--- src/include/bvic_pkg.sv ---
// Package for the blind/value input channel: register map, field layout,
// reset values, enumerations and timing figures.
// Assumes a 10 MHz APB clock and a contact input already synchronous to it.
`default_nettype none
package bvic_pkg;
    // Time base: all press timers count ticks of this period.
    localparam int unsigned CLK_PERIOD_NS = 100;
    localparam int unsigned TICK_MS = 10;
    localparam int unsigned TICK_NS = TICK_MS * 1_000_000;
    localparam int unsigned TICK_CYCLES = TICK_NS / CLK_PERIOD_NS;
    // Selectable time bases in milliseconds.
    localparam int unsigned BASE0_MS = 130;
    localparam int unsigned BASE1_MS = 260;
    localparam int unsigned BASE2_MS = 520;
    localparam int unsigned BASE3_MS = 1000;
    localparam int unsigned BASE4_MS = 2100;
    localparam int unsigned BASE5_MS = 4200;
    localparam int unsigned BASE6_MS = 8400;
    localparam int unsigned BASE7_MS = 17000;
    localparam int unsigned BASE8_MS = 34000;
    localparam logic [6:0] T1_FACTOR_MIN = 7'h04;
    localparam logic [6:0] T2_FACTOR_MIN = 7'h03;
    localparam logic [6:0] CYC_FACTOR_MIN = 7'h03;
    localparam logic [3:0] STEP_MIN = 4'h1;
    localparam logic [3:0] STEP_MAX = 4'ha;
    // Register byte offsets.
    localparam logic [7:0] OFF_CTRL = 8'h00;
    localparam logic [7:0] OFF_BLIND = 8'h04;
    localparam logic [7:0] OFF_VALCFG = 8'h08;
    localparam logic [7:0] OFF_VALUES = 8'h0c;
    localparam logic [7:0] OFF_STATUS = 8'h10;
    localparam logic [7:0] OFF_TEL = 8'h14;
    // Field positions.
    localparam int unsigned C_FUNC_BIT = 0;
    localparam int unsigned C_RETURN_BIT = 1;
    localparam int unsigned B_RISE_LSB = 0;
    localparam int unsigned B_CONCEPT_BIT = 2;
    localparam int unsigned B_T1B_LSB = 3;
    localparam int unsigned B_T1F_LSB = 7;
    localparam int unsigned B_T2B_LSB = 14;
    localparam int unsigned B_T2F_LSB = 18;
    localparam int unsigned B_RET_LSB = 25;
    localparam int unsigned V_FUNC_LSB = 0;
    localparam int unsigned V_EDGE_LSB = 3;
    localparam int unsigned V_ADJ_BIT = 5;
    localparam int unsigned V_CYB_LSB = 6;
    localparam int unsigned V_CYF_LSB = 8;
    localparam int unsigned V_STEP_LSB = 15;
    localparam int unsigned V_RET_LSB = 19;
    localparam int unsigned D_RISE_LSB = 0;
    localparam int unsigned D_FALL_LSB = 8;
    localparam int unsigned D_SRISE_LSB = 16;
    localparam int unsigned D_SFALL_LSB = 24;
    // Reset values.
    localparam logic [31:0] RST_CTRL = 32'h0000_0000;
    localparam logic [31:0] RST_BLIND = 32'h0050_0201;
    localparam logic [31:0] RST_VALCFG = 32'h0000_8380;
    localparam logic [31:0] RST_VALUES = 32'h0101_0064;

    typedef enum {ST_IDLE, ST_THRESH, ST_SLAT, ST_HOLD} bvic_state_t;
    typedef enum logic [1:0] {TK_STEP, TK_MOVE, TK_VALUE, TK_SCENE} bvic_kind_t;
    typedef enum logic [1:0] {RC_NONE, RC_UP, RC_DOWN, RC_TOGGLE} bvic_rise_t;
    typedef enum logic [1:0] {EM_RISE, EM_FALL, EM_BOTH, EM_RSVD} bvic_edge_t;
    typedef enum logic [2:0] {VF_DIM, VF_SCENE, VF_SCENE_MEM, VF_TEMP, VF_BRIGHT,
        VF_R5, VF_R6, VF_R7} bvic_vfunc_t;
    typedef enum logic [1:0] {BR_NONE, BR_UP, BR_DOWN, BR_RSVD} bvic_bret_t;
    typedef enum logic [1:0] {VR_NONE, VR_RISE, VR_FALL, VR_STATE} bvic_vret_t;

    // One bus telegram: dir is 0 for up, 1 for down.
    typedef struct packed {
        bvic_kind_t kind;
        logic dir;
        logic [7:0] data;
    } bvic_tel_t;

    function automatic logic [11:0] base_ticks(input logic [3:0] idx);
        case (idx)
            4'h0: base_ticks = 12'(BASE0_MS / TICK_MS);
            4'h1: base_ticks = 12'(BASE1_MS / TICK_MS);
            4'h2: base_ticks = 12'(BASE2_MS / TICK_MS);
            4'h3: base_ticks = 12'(BASE3_MS / TICK_MS);
            4'h4: base_ticks = 12'(BASE4_MS / TICK_MS);
            4'h5: base_ticks = 12'(BASE5_MS / TICK_MS);
            4'h6: base_ticks = 12'(BASE6_MS / TICK_MS);
            4'h7: base_ticks = 12'(BASE7_MS / TICK_MS);
            default: base_ticks = 12'(BASE8_MS / TICK_MS);
        endcase
    endfunction

    // Factors below the documented minimum are raised to it.
    function automatic logic [18:0] time_limit(input logic [3:0] idx, input logic [6:0] f,
        input logic [6:0] fmin);
        logic [6:0] fe;
        fe = (f < fmin) ? fmin : f;
        // Both operands are widened first so the longest times cannot overflow.
        time_limit = {7'h00, base_ticks(idx)} * {12'h000, fe};
    endfunction
endpackage
`default_nettype wire

--- src/hdl/bvic_channel.sv ---
// Blind / value input channel: turns contact edges into bus telegrams.
// Assumes contact_in is debounced and synchronous to pclk, and that the
// bus-return delay is timed outside; software sets CTRL.return when it ends.
`timescale 1ns/1ps
`default_nettype none

// Summary of operation
// RL1: Rising-edge command: none, up, down, toggle.
// RL2: Up: short press step, long move up.
// RL3: Down: short press step, long move down.
// RL4: Toggle inverts held direction each long press.
// RL5: Toggle step opposes last move direction.
// RL6: Short-long-short: step, start threshold, release silent.
// RL7: Threshold expiry moves; release in window steps.
// RL8: Long-short: move first, release in window steps.
// RL9: Threshold is base times factor, min four.
// RL10: Slat window is base times factor, min three.
// RL11: Blind return reaction: nothing, move up, down.
// RL12: Value function selects dimming, scene, or others; the code sends telegrams only for dimming and scene.
// RL13: Value actuation on rising, falling or both.
// RL14: Rising-edge dimming value, default one hundred.
// RL15: Falling-edge dimming value, zero to 255.
// RL16: Long press adjusts value cyclically by step.
// RL17: Cyclic interval is base times factor.
// RL18: Adjustment step width one to ten.
// RL19: Value return reaction with compatible edge modes.
// RL20: Current state sends rise or fall value.
// RL21: Rising-edge scene number one to sixty-four.
// RL22: Falling-edge scene number one to sixty-four.
// RL23: Adjustment saturates; timers count common tick.
module bvic_channel #(
    parameter int unsigned TICK_CYC = bvic_pkg::TICK_CYCLES
) (
    input wire logic pclk,
    input wire logic presetn,
    input wire logic psel,
    input wire logic penable,
    input wire logic pwrite,
    input wire logic [7:0] paddr,
    input wire logic [31:0] pwdata,
    output logic [31:0] prdata,
    output logic pready,
    output logic pslverr,
    input wire logic contact_in,
    output bvic_pkg::bvic_tel_t tel,
    output logic tel_valid
);
    import bvic_pkg::*;

    logic [31:0] ctrl_reg, blind_reg, valcfg_reg, values_reg;
    logic [31:0] prdata_reg;
    logic pready_reg, pslverr_reg;
    bvic_tel_t tel_reg, tel_next;
    logic tel_valid_reg, tel_valid_next;
    bvic_state_t state_reg, state_next;
    logic in_prev_reg;
    logic [31:0] pre_reg;
    logic [18:0] tcnt_reg;
    logic move_dir_reg, move_dir_next;
    logic [7:0] cur_val_reg, cur_val_next;
    logic adj_up_reg, adj_up_next;
    logic adjusted_reg, adjusted_next;
    logic ret_pend_reg, ret_pend_next;
    logic restart;

    // Bus decode.
    wire setup = psel & ~penable;
    wire access = psel & penable & pready_reg;
    wire wr_en = access & pwrite;
    wire hit_ctrl = paddr == OFF_CTRL;
    wire hit_blind = paddr == OFF_BLIND;
    wire hit_valcfg = paddr == OFF_VALCFG;
    wire hit_values = paddr == OFF_VALUES;
    wire hit_status = paddr == OFF_STATUS;
    wire hit_tel = paddr == OFF_TEL;
    wire mapped = hit_ctrl | hit_blind | hit_valcfg | hit_values | hit_status | hit_tel;
    wire ret_req = wr_en & hit_ctrl & pwdata[C_RETURN_BIT];
    wire cfg_wr = wr_en & (hit_valcfg | hit_values);

    // Configuration fields.
    wire func_value = ctrl_reg[C_FUNC_BIT];
    wire bvic_rise_t rise_cmd = bvic_rise_t'(blind_reg[B_RISE_LSB +: 2]);
    wire concept_ls = blind_reg[B_CONCEPT_BIT];
    wire bvic_bret_t blind_ret = bvic_bret_t'(blind_reg[B_RET_LSB +: 2]);
    wire bvic_vfunc_t vfunc = bvic_vfunc_t'(valcfg_reg[V_FUNC_LSB +: 3]);
    wire bvic_edge_t edge_mode = bvic_edge_t'(valcfg_reg[V_EDGE_LSB +: 2]);
    wire adj_en = valcfg_reg[V_ADJ_BIT];
    wire bvic_vret_t val_ret = bvic_vret_t'(valcfg_reg[V_RET_LSB +: 2]);
    wire [7:0] rise_val = values_reg[D_RISE_LSB +: 8];
    wire [7:0] fall_val = values_reg[D_FALL_LSB +: 8];
    wire [7:0] scene_rise = {1'b0, values_reg[D_SRISE_LSB +: 7]};
    wire [7:0] scene_fall = {1'b0, values_reg[D_SFALL_LSB +: 7]};
    wire [3:0] step_raw = valcfg_reg[V_STEP_LSB +: 4];
    // RL18 step clamp
    wire [3:0] step_w = (step_raw < STEP_MIN) ? STEP_MIN :
        (step_raw > STEP_MAX) ? STEP_MAX : step_raw;
    // A new edge mode or new edge values restart adjustment from the configured value.
    wire [31:0] load_vals = hit_values ? pwdata : values_reg;
    wire [1:0] load_edge = hit_valcfg ? pwdata[V_EDGE_LSB +: 2] : edge_mode;
    wire [7:0] load_val = (load_edge == EM_FALL) ? load_vals[D_FALL_LSB +: 8] :
        load_vals[D_RISE_LSB +: 8];

    // Contact edges.
    wire rise = contact_in & ~in_prev_reg;
    wire fall = ~contact_in & in_prev_reg;

    // RL9 threshold time
    wire [18:0] t1_lim = time_limit(blind_reg[B_T1B_LSB +: 4], blind_reg[B_T1F_LSB +: 7],
        T1_FACTOR_MIN);
    // RL10 slat window
    wire [18:0] t2_lim = time_limit(blind_reg[B_T2B_LSB +: 4], blind_reg[B_T2F_LSB +: 7],
        T2_FACTOR_MIN);
    // RL17 cyclic interval
    wire [18:0] cyc_lim = time_limit({2'b00, valcfg_reg[V_CYB_LSB +: 2]},
        valcfg_reg[V_CYF_LSB +: 7], CYC_FACTOR_MIN);
    wire [18:0] limit = (state_reg == ST_THRESH) ? t1_lim :
        (state_reg == ST_SLAT) ? t2_lim : cyc_lim;
    wire tick = pre_reg == TICK_CYC - 1;
    // RL23 common tick
    wire t_done = tcnt_reg >= limit;

    // RL4 toggle direction
    // RL5 step opposes move
    wire step_dir = (rise_cmd == RC_TOGGLE) ? ~move_dir_reg : (rise_cmd == RC_DOWN);

    // RL12 supported functions
    wire val_ok = (vfunc == VF_DIM) | (vfunc == VF_SCENE);
    wire single = (edge_mode == EM_RISE) | (edge_mode == EM_FALL);
    wire adj_ok = adj_en & single & (vfunc == VF_DIM);
    // RL13 edge selection
    wire act_rise = rise & ((edge_mode == EM_RISE) | (edge_mode == EM_BOTH));
    wire act_fall = fall & ((edge_mode == EM_FALL) | (edge_mode == EM_BOTH));
    // RL14 rising value
    // RL21 rising scene
    wire [7:0] rise_data = (vfunc == VF_SCENE) ? scene_rise : (adj_ok ? cur_val_reg : rise_val);
    // RL15 falling value
    // RL22 falling scene
    wire [7:0] fall_data = (vfunc == VF_SCENE) ? scene_fall : (adj_ok ? cur_val_reg : fall_val);
    wire bvic_kind_t val_kind = bvic_kind_t'((vfunc == VF_SCENE) ? TK_SCENE : TK_VALUE);
    wire release_hold = (edge_mode == EM_FALL) ? rise : fall;

    // RL23 saturating step
    function automatic logic [7:0] adj_sat(input logic [7:0] v, input logic [3:0] s,
        input logic up);
        logic [8:0] t;
        t = 9'h000;
        if (up) begin
            t = {1'b0, v} + {5'h00, s};
            adj_sat = t[8] ? 8'hff : t[7:0];
        end else begin
            adj_sat = (v < {4'h0, s}) ? 8'h00 : v - {4'h0, s};
        end
    endfunction

    always_comb begin
        state_next = state_reg;
        tel_next = tel_reg;
        tel_valid_next = 1'b0;
        restart = 1'b0;
        move_dir_next = move_dir_reg;
        cur_val_next = cfg_wr ? load_val : cur_val_reg;
        adj_up_next = adj_up_reg;
        adjusted_next = adjusted_reg;
        ret_pend_next = ret_pend_reg | ret_req;
        case (state_reg)
            ST_IDLE: begin
                if (!func_value) begin
                    if (ret_pend_reg) begin
                        // RL11 blind return
                        ret_pend_next = ret_req;
                        if (blind_ret == BR_UP || blind_ret == BR_DOWN) begin
                            tel_valid_next = 1'b1;
                            tel_next = '{kind: TK_MOVE, dir: blind_ret == BR_DOWN, data: 8'h00};
                            move_dir_next = blind_ret == BR_DOWN;
                        end
                    end else if (rise && rise_cmd != RC_NONE) begin
                        // RL1 rising command
                        tel_valid_next = 1'b1;
                        restart = 1'b1;
                        if (concept_ls) begin
                            // RL8 move first
                            tel_next = '{kind: TK_MOVE, dir: step_dir, data: 8'h00};
                            move_dir_next = step_dir;
                            state_next = ST_SLAT;
                        end else begin
                            // RL6 step first
                            // RL2 short up
                            // RL3 short down
                            tel_next = '{kind: TK_STEP, dir: step_dir, data: 8'h00};
                            state_next = ST_THRESH;
                        end
                    end
                end else if (ret_pend_reg) begin
                    // RL19 value return
                    ret_pend_next = ret_req;
                    tel_next = '{kind: val_kind, dir: 1'b0, data: rise_data};
                    if (val_ret == VR_RISE && edge_mode != EM_FALL) begin
                        tel_valid_next = val_ok;
                    end else if (val_ret == VR_FALL && edge_mode != EM_RISE) begin
                        tel_valid_next = val_ok;
                        tel_next.data = fall_data;
                    end else if (val_ret == VR_STATE && edge_mode == EM_BOTH) begin
                        // RL20 current state
                        tel_valid_next = val_ok;
                        tel_next.data = contact_in ? rise_data : fall_data;
                    end
                end else if (val_ok && (act_rise || act_fall)) begin
                    tel_valid_next = 1'b1;
                    tel_next = '{kind: val_kind, dir: 1'b0, data: act_rise ? rise_data : fall_data};
                    if (adj_ok) begin
                        state_next = ST_HOLD;
                        restart = 1'b1;
                        adjusted_next = 1'b0;
                    end
                end
            end
            ST_THRESH: begin
                if (fall) begin
                    // RL6 release silent
                    state_next = ST_IDLE;
                end else if (t_done) begin
                    // RL7 long press move
                    tel_valid_next = 1'b1;
                    tel_next = '{kind: TK_MOVE, dir: step_dir, data: 8'h00};
                    move_dir_next = step_dir;
                    state_next = ST_SLAT;
                    restart = 1'b1;
                end
            end
            ST_SLAT: begin
                if (fall) begin
                    // RL7 window step
                    tel_valid_next = 1'b1;
                    tel_next = '{kind: TK_STEP, dir: step_dir, data: 8'h00};
                    state_next = ST_IDLE;
                end else if (t_done) begin
                    state_next = ST_IDLE;
                end
            end
            ST_HOLD: begin
                if (release_hold) begin
                    // After a hold that adjusted, the next long press adjusts the other way.
                    state_next = ST_IDLE;
                    adj_up_next = adjusted_reg ? ~adj_up_reg : adj_up_reg;
                end else if (t_done) begin
                    // RL16 cyclic adjust
                    cur_val_next = adj_sat(cur_val_reg, step_w, adj_up_reg);
                    tel_valid_next = 1'b1;
                    tel_next = '{kind: TK_VALUE, dir: ~adj_up_reg, data: cur_val_next};
                    adjusted_next = 1'b1;
                    restart = 1'b1;
                end
            end
            default: state_next = ST_IDLE;
        endcase
    end

    always_ff @(posedge pclk or negedge presetn) begin
        if (!presetn) begin
            state_reg <= ST_IDLE;
            tel_reg <= '{kind: TK_STEP, dir: 1'b0, data: 8'h00};
            tel_valid_reg <= 1'b0;
            in_prev_reg <= 1'b0;
            move_dir_reg <= 1'b0;
            cur_val_reg <= RST_VALUES[D_RISE_LSB +: 8];
            adj_up_reg <= 1'b1;
            adjusted_reg <= 1'b0;
            ret_pend_reg <= 1'b0;
        end else begin
            state_reg <= state_next;
            tel_reg <= tel_next;
            tel_valid_reg <= tel_valid_next;
            in_prev_reg <= contact_in;
            move_dir_reg <= move_dir_next;
            cur_val_reg <= cur_val_next;
            adj_up_reg <= adj_up_next;
            adjusted_reg <= adjusted_next;
            ret_pend_reg <= ret_pend_next;
        end
    end

    // Restarting the prescaler with the count keeps every timer exact to the cycle.
    always_ff @(posedge pclk or negedge presetn) begin
        if (!presetn) begin
            pre_reg <= 32'h0000_0000;
            tcnt_reg <= 19'h00000;
        end else if (restart) begin
            pre_reg <= 32'h0000_0000;
            tcnt_reg <= 19'h00000;
        end else begin
            pre_reg <= tick ? 32'h0000_0000 : pre_reg + 32'h0000_0001;
            tcnt_reg <= (tick && !t_done) ? tcnt_reg + 19'h00001 : tcnt_reg;
        end
    end

    // APB slave: one wait-free access phase; read data is captured in setup.
    wire [31:0] status_word = {20'h00000, adj_up_reg, move_dir_reg, contact_in, 1'b0,
        cur_val_reg};
    wire [31:0] rd_mux = hit_ctrl ? ctrl_reg : hit_blind ? blind_reg :
        hit_valcfg ? valcfg_reg : hit_values ? values_reg :
        hit_status ? status_word : hit_tel ? {21'h000000, tel_reg} : 32'h0000_0000;

    always_ff @(posedge pclk or negedge presetn) begin
        if (!presetn) begin
            ctrl_reg <= RST_CTRL;
            blind_reg <= RST_BLIND;
            valcfg_reg <= RST_VALCFG;
            values_reg <= RST_VALUES;
            prdata_reg <= 32'h0000_0000;
            pready_reg <= 1'b0;
            pslverr_reg <= 1'b0;
        end else begin
            pready_reg <= setup;
            pslverr_reg <= setup & ~mapped;
            prdata_reg <= (setup & ~pwrite) ? rd_mux : prdata_reg;
            if (wr_en && hit_ctrl) ctrl_reg <= {31'h0000_0000, pwdata[C_FUNC_BIT]};
            if (wr_en && hit_blind) blind_reg <= pwdata;
            if (wr_en && hit_valcfg) valcfg_reg <= pwdata;
            if (wr_en && hit_values) values_reg <= pwdata;
        end
    end

    assign prdata = prdata_reg;
    assign pready = pready_reg;
    assign pslverr = pslverr_reg;
    assign tel = tel_reg;
    assign tel_valid = tel_valid_reg;

    wire idle_press = state_reg == ST_IDLE && !func_value && !ret_pend_reg && rise;
endmodule
`default_nettype wire

--- config.mk ---
export PLATFORM = sky130hd
export DESIGN_NAME = bvic_channel
export DESIGN_NICKNAME = d
export VERILOG_FILES = /design/src/include/bvic_pkg.sv /design/src/hdl/bvic_channel.sv
export SDC_FILE = /design/constraint.sdc
export NUM_CORES = 1
export LEC_CHECK = 0
export BUFFER_PORTS_ARGS = -buffer_cell sky130_fd_sc_hd__buf_2
export CAP_MARGIN = 25
export CORE_ASPECT_RATIO = 0.8
export CORE_MARGIN = 8
export CORE_UTILIZATION = 37
export DETAILED_ROUTE_END_ITERATION = 10
export HOLD_SLACK_MARGIN = 0.02
export PLACE_DENSITY = 0.53
export SYNTH_ARGS = -nofsm -noshare
export SYNTH_HDL_FRONTEND = slang
export SYNTH_SLANG_ARGS = --single-unit
--- constraint.sdc ---
create_clock -name pclk -period 7.1 [get_ports pclk]
set_input_delay 1.42 -clock pclk [delete_from_list [all_inputs] [get_ports pclk]]
set_output_delay 1.42 -clock pclk [all_outputs]
set_load 0.005 [all_outputs]
# == Word level (Yosys, flattened, before mapping) ==
# Memory sizes are Yosys's and may differ from the RTL's.
# Cells that the tools add are included.
# totals
in_bits,46
elab_cells,251
memories,2
register_bits,239
out_inout_bits,46
mem_bits_ro,176
# memory_table
name,words,width,rd,rd_clocked_by_memory_dff,wr,line,rtl
(name not given),8,11,1,0,0,bvic_pkg.sv:77,case (idx)
(name not given),8,11,1,0,0,bvic_pkg.sv:77,
# op_classes
eq_ne,48
add_sub_neg,4
reduce_logical,29
n_bitwise,33
mux,105
multipliers,3
n_lt_le_gt_ge,7
# op_table
op,n
$mux W32,17
$mux W8,17
$mux W11,12
$pmux W32 S4,1
$eq A32 B2 Y1 const B,3
$mux W19,4
$mul A12 B7 Y19,3
$pmux W12 S4,1
$pmux W11 S4,1
$mux W1,36
$mux W12,3
$add A32 B1 Y32 const B,1
$eq A32 B1 Y1 const B,1
$eq A32 B17 Y1 const B,1
$eq A32 B3 Y1 const B,1
$logic_not A32 Y1,1
$ne A3 B3 Y1 const B,8
$ne A2 B2 Y1 const B,11
$mux W7,3
$reduce_and A7 Y1,3
$add A19 B1 Y19 const B,1
$ge A19 B19 Y1,1
$eq A2 B2 Y1 const B,8
$eq A8 B4 Y1 const B,2
other kinds (33),89

# == Depth between registers and ports, before layout ==
# Gate-level depths: netlist (run 1).
# depth
ltp_word,13
ltp_mapped,33
ltp_nobuf,31

# == Least setup slack after synthesis (run 1) ==
# OpenSTA, ideal clock, no wires.
# synth_path
path_kind,reg2reg
startpoint,register blind_reg[3]
endpoint,register pre_reg[13]
required_time_ns,7.028
t_arrival_ns,7.468
period_less_slack_ns,7.540
setup_slack_ns,-0.440
path_buffers,2
setup_time_ns,0.072
stages_incl_launch_ff,33
path_cell_list,dfrtp_1 > inv_1 > ha_1 > nand2b_1 > a21oi_1 > nand2b_1 > fa_1 > fa_1 > inv_1 > fa_1 > inv_1 > fa_1 > inv_1 > ha_1 > o21ai_0 > a21oi_1 > o41ai_1 > o21ai_0 > o41ai_1 > o21ai_0 > xor2_1 > a22oi_1 > ha_1 > a21o_1 > a21o_1 > a21oi_1 > nor3_1 > a21oi_1 > o311ai_1 > or2_2 > clkbuf_1 > buf_1 > nor2_1
# synth_via
elab_chain_cells,9
elab_cells_between_ends,10
cone_classes,mul: 1; order compare: 1; mux: 7; memory: 1
# synth_lines
element,line,rtl
start: declaration,bvic_channel.sv:50,"logic [31:0] ctrl_reg, blind_reg, valcfg_reg, values_reg;"
start signal: assignment,bvic_channel.sv:317,if (wr_en && hit_blind) blind_reg <= pwdata;
$mem_v2 Z8 W11 (*),-,
$mux W12 (*),bvic_pkg.sv:77,
$mul A12 B7 Y19 (*),bvic_pkg.sv:96,"time_limit = {7'h00, base_ticks(idx)} * {12'h000, fe};"
$mux W19 (*),bvic_channel.sv:116,wire [18:0] limit = (state_reg == ST_THRESH) ? t1_lim :
$ge A19 B19 Y1 (*),bvic_channel.sv:120,wire t_done = tcnt_reg >= limit;
$mux W1 (*),"bvic_channel.sv:221, bvic_channel.sv:245",
"$mux W1, on equally long branches","bvic_channel.sv:241, bvic_channel.sv:218",
$pmux W1 S3 (*),bvic_channel.sv:165,case (state_reg)
$mux W32 (*),bvic_channel.sv:287,end else if (restart) begin
end signal: assignment,bvic_channel.sv:291,pre_reg <= tick ? 32'h0000_0000 : pre_reg + 32'h0000_0001;
end: declaration,bvic_channel.sv:57,logic [31:0] pre_reg;
# Every way passes the cells marked *; elsewhere a longest branch is shown, timed or not.
# A chain may end at the register's enable or synchronous reset.

# == Worst setup path in the final report (run 1) ==
# layout_path
startpoint,register blind_reg[12]
endpoint,register tel_reg (netlist bit tel[6])
# layout_via
elab_chain_cells,7
elab_cells_between_ends,8
cone_classes,mul: 1; order compare: 2; eq/ne: 2; mux: 2; reduce/logical: 1
# layout_lines
element,line,rtl
$lt A7 B3 Y1,bvic_pkg.sv:94,fe = (f < fmin) ? fmin : f;
$mux W7 (*),bvic_pkg.sv:94,
$mul A12 B7 Y19 (*),bvic_pkg.sv:96,
$mux W19 (*),bvic_channel.sv:116,
$ge A19 B19 Y1 (*),bvic_channel.sv:120,
$ne A2 B2 Y1 (no source line),-,
$reduce_and A9 Y1 (no source line) (*),-,
end signal: assignment,bvic_channel.sv:261,"tel_reg <= '{kind: TK_STEP, dir: 1'b0, data: 8'h00};"
end signal: assignment,bvic_channel.sv:271,tel_reg <= tel_next;
end: declaration,bvic_channel.sv:53,"bvic_tel_t tel_reg, tel_next;"
# Marked as above.

==> results of run 1 <==
==> timing repair <==
item                       in CTS  in global routing
resized for setup              60                136
setup buffers                  15                 21
pin swaps                      32                 80
setup endpoints to repair      72                 75
gates cloned                    3                  4
==> critical path, cell delays in order, from the launching register on <==
cell and delay [ps]:
dfrtp_1 380, or4_4 610, o21ai_4 230, buf_6 140, nor2_1 50, fa_1 450, fa_1 560, fa_1 450
fa_1 530, ha_4 200, o41ai_4 350, o21ai_1 130, o41ai_2 390, xnor2_1 240, o221a_2 250, o21ai_2 70
ha_4 280, and4_4 220, and2_4 150, nand2_2 50, o211ai_1 350, a2bb2oi_4 120, a222oi_1 350, buf_4 220
o31ai_4 160, mux2_4 340
==> area by class of cell <==
type,count,area (µm²),share of cell area (%)
Clock buffer,34,668,2.81
Timing Repair Buffer,338,2480,10.4
Inverter,151,567,2.38
Multi-Input combinational cell,1633,13900,58.3
Tap cell,684,856,3.59
Clock inverter,10,111,0.468
Sequential cell,209,5260,22.1
Antenna cell,1,2.50,0.0105
==> final timing paths <==
kind,start,to,slack [ps]
worst max-delay path,blind_reg[12],tel[6],-290
worst min-delay path,pre_reg[0],pre_reg[0],460
worst max register to register,blind_reg[12],tel[6],-290
worst min register to register,pre_reg[0],pre_reg[0],460
max in group asynchronous,presetn,blind_reg[5],4950
min in group asynchronous,presetn,pre_reg[19],800
==> through the flow <==
stage          power [mW]  cell area [µm²]  setup TNS (ps)
6_report             3.40            23800          -10270
5_1_grt              3.57            23800          -22970
4_1_cts              3.39            23000           -3790
3_5_place_dp         2.09            21800          -21220
3_3_place_gp         2.08            21800          -11340
2_1_floorplan        1.78            19200           -5.54
==> where the power goes <==
part / switching (mW) / total (mW) / internal [mW]
combinational: 0.479 / 0.793 / 0.314
sequential: 0.0964 / 1.37 / 1.27
clock: 0.540 / 1.24 / 0.699
==> cells by family after synthesis <==
kind of cell / Yosys count / synth area share, %
flip-flops: 209 / 27.6
multiplexers: 135 / 7.91
AND/OR/NAND/NOR: 726 / 18.9
AO/OA/AOI/OAI: 411 / 13.8
buffers and inverters: 244 / 4.85
XOR/XNOR: 77 / 3.54
adder cells (fa/ha/maj): 282 / 23.4
==> layout by cell type, fill, tap and decap left out, drive strengths merged, types with 34 or more instances in the layout <==
cell,netlist,final
a21oi,137,137
and2,105,105
buf,12,335
clkbuf,81,37
dfrtp,192,192
fa,124,124
ha,157,157
inv,151,151
mux2,104,104
nand2,166,166
nand2b,36,36
nand3,34,34
nor2,195,195
nor2b,46,46
nor3,39,39
o21ai,71,71
xnor2,47,47
==> routing by layer <==
| metal | track usage, % | share of wire (%) |
|---|---|---|
| met5 | 0 | 0.021 |
| met4 | 3.85 | 1.7 |
| met3 | 4.36 | 7.7 |
| met2 | 29.2 | 41 |
| met1 | 32.2 | 50 |
==> impl_metrics.env, run 1 <==
export IMPL_ys_flop_type="dfrtp_1"
export IMPL_dp_hpwl_mm=47.7
export IMPL_path_clk_slew_ps=60
export IMPL_routabilityCongestion=0.976
export IMPL_grt_pass1_wl_mm=98.0
export IMPL_initial_core_util_pct=37.4
export IMPL_cts_hold_buf=0
export IMPL_h_tree_depth=1
export IMPL_setup_viol=62
export IMPL_cts_made_buffers=24
export IMPL_drt_iter0_markers=1303
export IMPL_violations="negative setup slack"
export IMPL_fp_dieH_um=219
export IMPL_fin_crit_sh_pct=104
export IMPL_min_path_type="reg2reg"
export IMPL_wl_mm=62.6
export IMPL_crit_path_end_kind="register"
export IMPL_nets=2684
export IMPL_synth_seq_cells=209
export IMPL_cp_arrival_ps=7820
export IMPL_cap_violations=0
export IMPL_wl_per_cell_um=20.4
export IMPL_p_leak_nw=11.5
export IMPL_synth_edf_count=0
export IMPL_worst_hold_slack_ps=455
export IMPL_track_usage_pct=20.7
export IMPL_cp_max_fo=5
export IMPL_core_um2=50900
export IMPL_port_buffers=91
export IMPL_ys_top_cells_by_count="nor2_1, dfrtp_1, nand2_1"
export IMPL_status="finished, violations left"
export IMPL_final_util_pct=46.8
export IMPL_dieArea_um2=59000
export IMPL_syn_nets=2411
export IMPL_synth_area_top_cells="dfrtp_1, fa_1, ha_1, mux2_2, nor2_1"
export IMPL_drc_errors=0
export IMPL_numClockSinks=209
export IMPL_first_pass_iters=5
export IMPL_dp_cells=2976
export IMPL_stdcell_count=3060
export IMPL_cts_tree="built"
export IMPL_num_fill_cells=4894
export IMPL_antenna_found_initial=1
export IMPL_yosysTopAreaCell="dfrtp_1"
export IMPL_areaGrowthSynthToFinish_pct=25.1
export IMPL_grt_pass1_vias=16700
export IMPL_yosysMostFrequentCell="nor2_1"
export IMPL_ant_nets=0
export IMPL_r2r_cells=25
export IMPL_fin_ws_ps=-294
export IMPL_yosys_warnings=0
export IMPL_tightest_slew_ps=1060
export IMPL_syn_avg_cell_area_um2=9.14
export IMPL_pre_cts_slack_ps=-441
export IMPL_powerDensity_nw_per_um2=143
export IMPL_required_ps=7530
export IMPL_viasPerCell=5.42
export IMPL_vias=16600
export IMPL_drv_slew=0
export IMPL_fin_worst_skew_ps=22.7
export IMPL_startpoint_type="register"
export IMPL_die_x_um=270
export IMPL_fmax_ghz=0.135
export IMPL_ios=92
export IMPL_finalHoldViolCount=0
export IMPL_worst_setup_path_type="reg2reg"
export IMPL_grt_max_degree=150
export IMPL_synth_cells=2084
export IMPL_slew_limit_headroom_pct=29.2
export IMPL_num_rows=74
export IMPL_netlist_area_um2=19000
export IMPL_min_period_ps=7390
export IMPL_ys_seq_area_share_pct=27.6
export IMPL_layout_drive_gt1_share_pct=28.8
export IMPL_synth_async_sr_flop_share_pct=100
export IMPL_grt_setup_unrepaired="yes"
export IMPL_clk_path_buf_depth=3
export IMPL_clock_latency_ps=560
export IMPL_synth_cell_types=69
export IMPL_clockRootBuffer="clkbuf_16"
export IMPL_synth_top_area_share_pct=25.2
export IMPL_irDropWorstVdd_mv=0.201
export IMPL_grt_remaining_overflow=0
export IMPL_whs_path_depth=1
(Power assumes the default switching activity.)
==> inputs of run 2 (changes only) <==
Settings changed: SKIP_CTS_REPAIR_TIMING set to 1.
==> run 2 against run 1 <==
Net effect:
- the run still ends with negative setup slack left
- total power down 1.1%
- critical path type unchanged
- highest routed layer unchanged
- routed wire length decreased by 0.43%
- worst setup slack better by 100 ps
- largest cell class unchanged
- cell count down 0.72%
- clock power about the same
- die area unchanged
- sequential power about the same
- largest power group unchanged
==> impl_metrics.env, run 2 (same netlist as run 1, synthesis figures left out) <==
export IMPL_crit_family="adder cells"
export IMPL_cts_made_buffers=24
export IMPL_powerDensity_nw_per_um2=144
export IMPL_grt_max_degree=150
export IMPL_fmax_ghz=0.137
export IMPL_met3_usage_pct=5.34
export IMPL_first_pass_iters=7
export IMPL_viasPerCell=5.43
export IMPL_grt_pass1_wl_mm=96.6
export IMPL_clockRootBuffer="clkbuf_16"
export IMPL_core_um2=50900
export IMPL_track_usage_pct=20.5
export IMPL_die_x_um=270
export IMPL_status="finished, violations left"
export IMPL_setup_worst_path_start="blind_reg[13]"
export IMPL_fp_dieH_um=219
export IMPL_startpoint_type="register"
export IMPL_p_leak_nw=11.4
export IMPL_drv_slew=0
export IMPL_antenna_found_initial=1
export IMPL_port_buffers=91
export IMPL_layout_drive_gt1_share_pct=26.0
export IMPL_clock_latency_ps=560
export IMPL_fin_ws_ps=-192
export IMPL_required_ps=7530
export IMPL_dieArea_um2=59000
export IMPL_r2r_start="blind_reg[13]"
export IMPL_crit_path_max_incr_delay_ps=600
export IMPL_busiest_layer="met1"
export IMPL_use_met2_pct=28.5
export IMPL_min_path_type="reg2reg"
export IMPL_slew_limit_headroom_pct=26.4
export IMPL_routabilityCongestion=0.976
export IMPL_ios=92
export IMPL_numClockSinks=209
export IMPL_r2r_end="tel[4]"
export IMPL_clk_path_buf_depth=3
export IMPL_grt_pass1_vias=16500
export IMPL_min_period_ps=7290
export IMPL_grt_setup_unrepaired="yes"
export IMPL_setup_viol=52
export IMPL_fin_crit_sh_pct=103
export IMPL_wl_mm=62.3
export IMPL_num_fill_cells=4946
export IMPL_areaGrowthSynthToFinish_pct=22.6
export IMPL_grt_remaining_overflow=0
export IMPL_cpMostUsedCell="fa_1"
export IMPL_drt_iter0_markers=1279
export IMPL_reg2reg_setup_slack_ps=-190
export IMPL_wl_per_cell_um=20.5
export IMPL_critPathBufInv=4
export IMPL_final_util_pct=45.8
export IMPL_final_cell_mix="buf_4, dfrtp_1, nor2_1, nand2_1, inv_1"
export IMPL_stdcell_count=3038
export IMPL_h_tree_depth=1
export IMPL_cp_arrival_ps=7720
export IMPL_cts_tree="built"
export IMPL_irDropWorstVdd_mv=0.199
export IMPL_dp_hpwl_mm=47.7
export IMPL_worst_setup_path_type="reg2reg"
export IMPL_r2r_cells=30
export IMPL_vias=16500
export IMPL_crit_path_end="tel[4]"
export IMPL_drc_errors=0
export IMPL_finalHoldViolCount=0
export IMPL_path_clk_slew_ps=60
export IMPL_antennaDiodeCount=0
export IMPL_initial_core_util_pct=37.4
export IMPL_num_rows=74
export IMPL_worst_hold_slack_ps=455
export IMPL_ant_nets=0
export IMPL_cap_violations=0
export IMPL_violations="negative setup slack"
export IMPL_tightest_slew_ps=1100
export IMPL_crit_path_end_kind="register"
export IMPL_cp_depth=30
export IMPL_final_common_cell="buf_4"
export IMPL_fin_worst_skew_ps=21.7
export IMPL_dp_cells=2976
export IMPL_critPathSlowestCell="or4_4"
export IMPL_nets=2663
export IMPL_finalPower_mw=3.37
export IMPL_cp_max_fo=5
export IMPL_global_route_usage_met1_pct=31.4
-- run 2: cell types whose count changed in the layout (fill, tap and decap cells not counted), sizes merged --
cell	before	now
clkbuf	37	35
buf	335	317
or4	6	5
diode	1	0
-- run 2: how the worst min path moves through the flow --
stage | depth (start not counted) | start | endpoint
detailed placement | 1 | pre_reg[0] | pre_reg[0]
finish | 1 | pre_reg[0] | pre_reg[0]
global route | 1 | pre_reg[0] | pre_reg[0]
floorplan | 1 | pre_reg[0] | pre_reg[0]
CTS | 1 | pre_reg[0] | pre_reg[0]
global placement | 1 | pre_reg[0] | pre_reg[0]
-- run 2: per-layer routing --
metal / vias to the layer above / wire length, µm
li1: 7692 / -
met1: 8223 / 30500
met2: 510 / 25100
met3: 79 / 5560
met4: 2 / 1120
met5: - / 13
-- run 2: through the flow --
stage / setup slack, ps / setup TNS [ps] / instance area [µm²]
2_1_floorplan: -5.54 / -5.54 / 19200
3_5_place_dp: -441 / -21220 / 21800
4_1_cts: -479 / -23070 / 22600
5_1_grt: -465 / -24790 / 23300
3_3_place_gp: -251 / -11340 / 21800
6_report: -192 / -6490 / 23300
-- run 2: area by class of cell --
type                       instances  area [µm²]  share of cell area [%]
multi-input combinational       1632       13600                    58.4
sequential                       209        5260                    22.5
timing repair buffer             318        2250                    9.63
tap                              684         856                    3.67
clock buffer                      34         668                    2.86
inverter                         151         567                    2.43
clock inverter                    10         111                   0.477
-- run 2: report_power, final --
| group | switching, mW | internal (mW) | total (mW) |
|---|---|---|---|
| combinational | 0.469 | 0.290 | 0.759 |
| clock | 0.537 | 0.699 | 1.24 |
| sequential | 0.0971 | 1.27 | 1.37 |
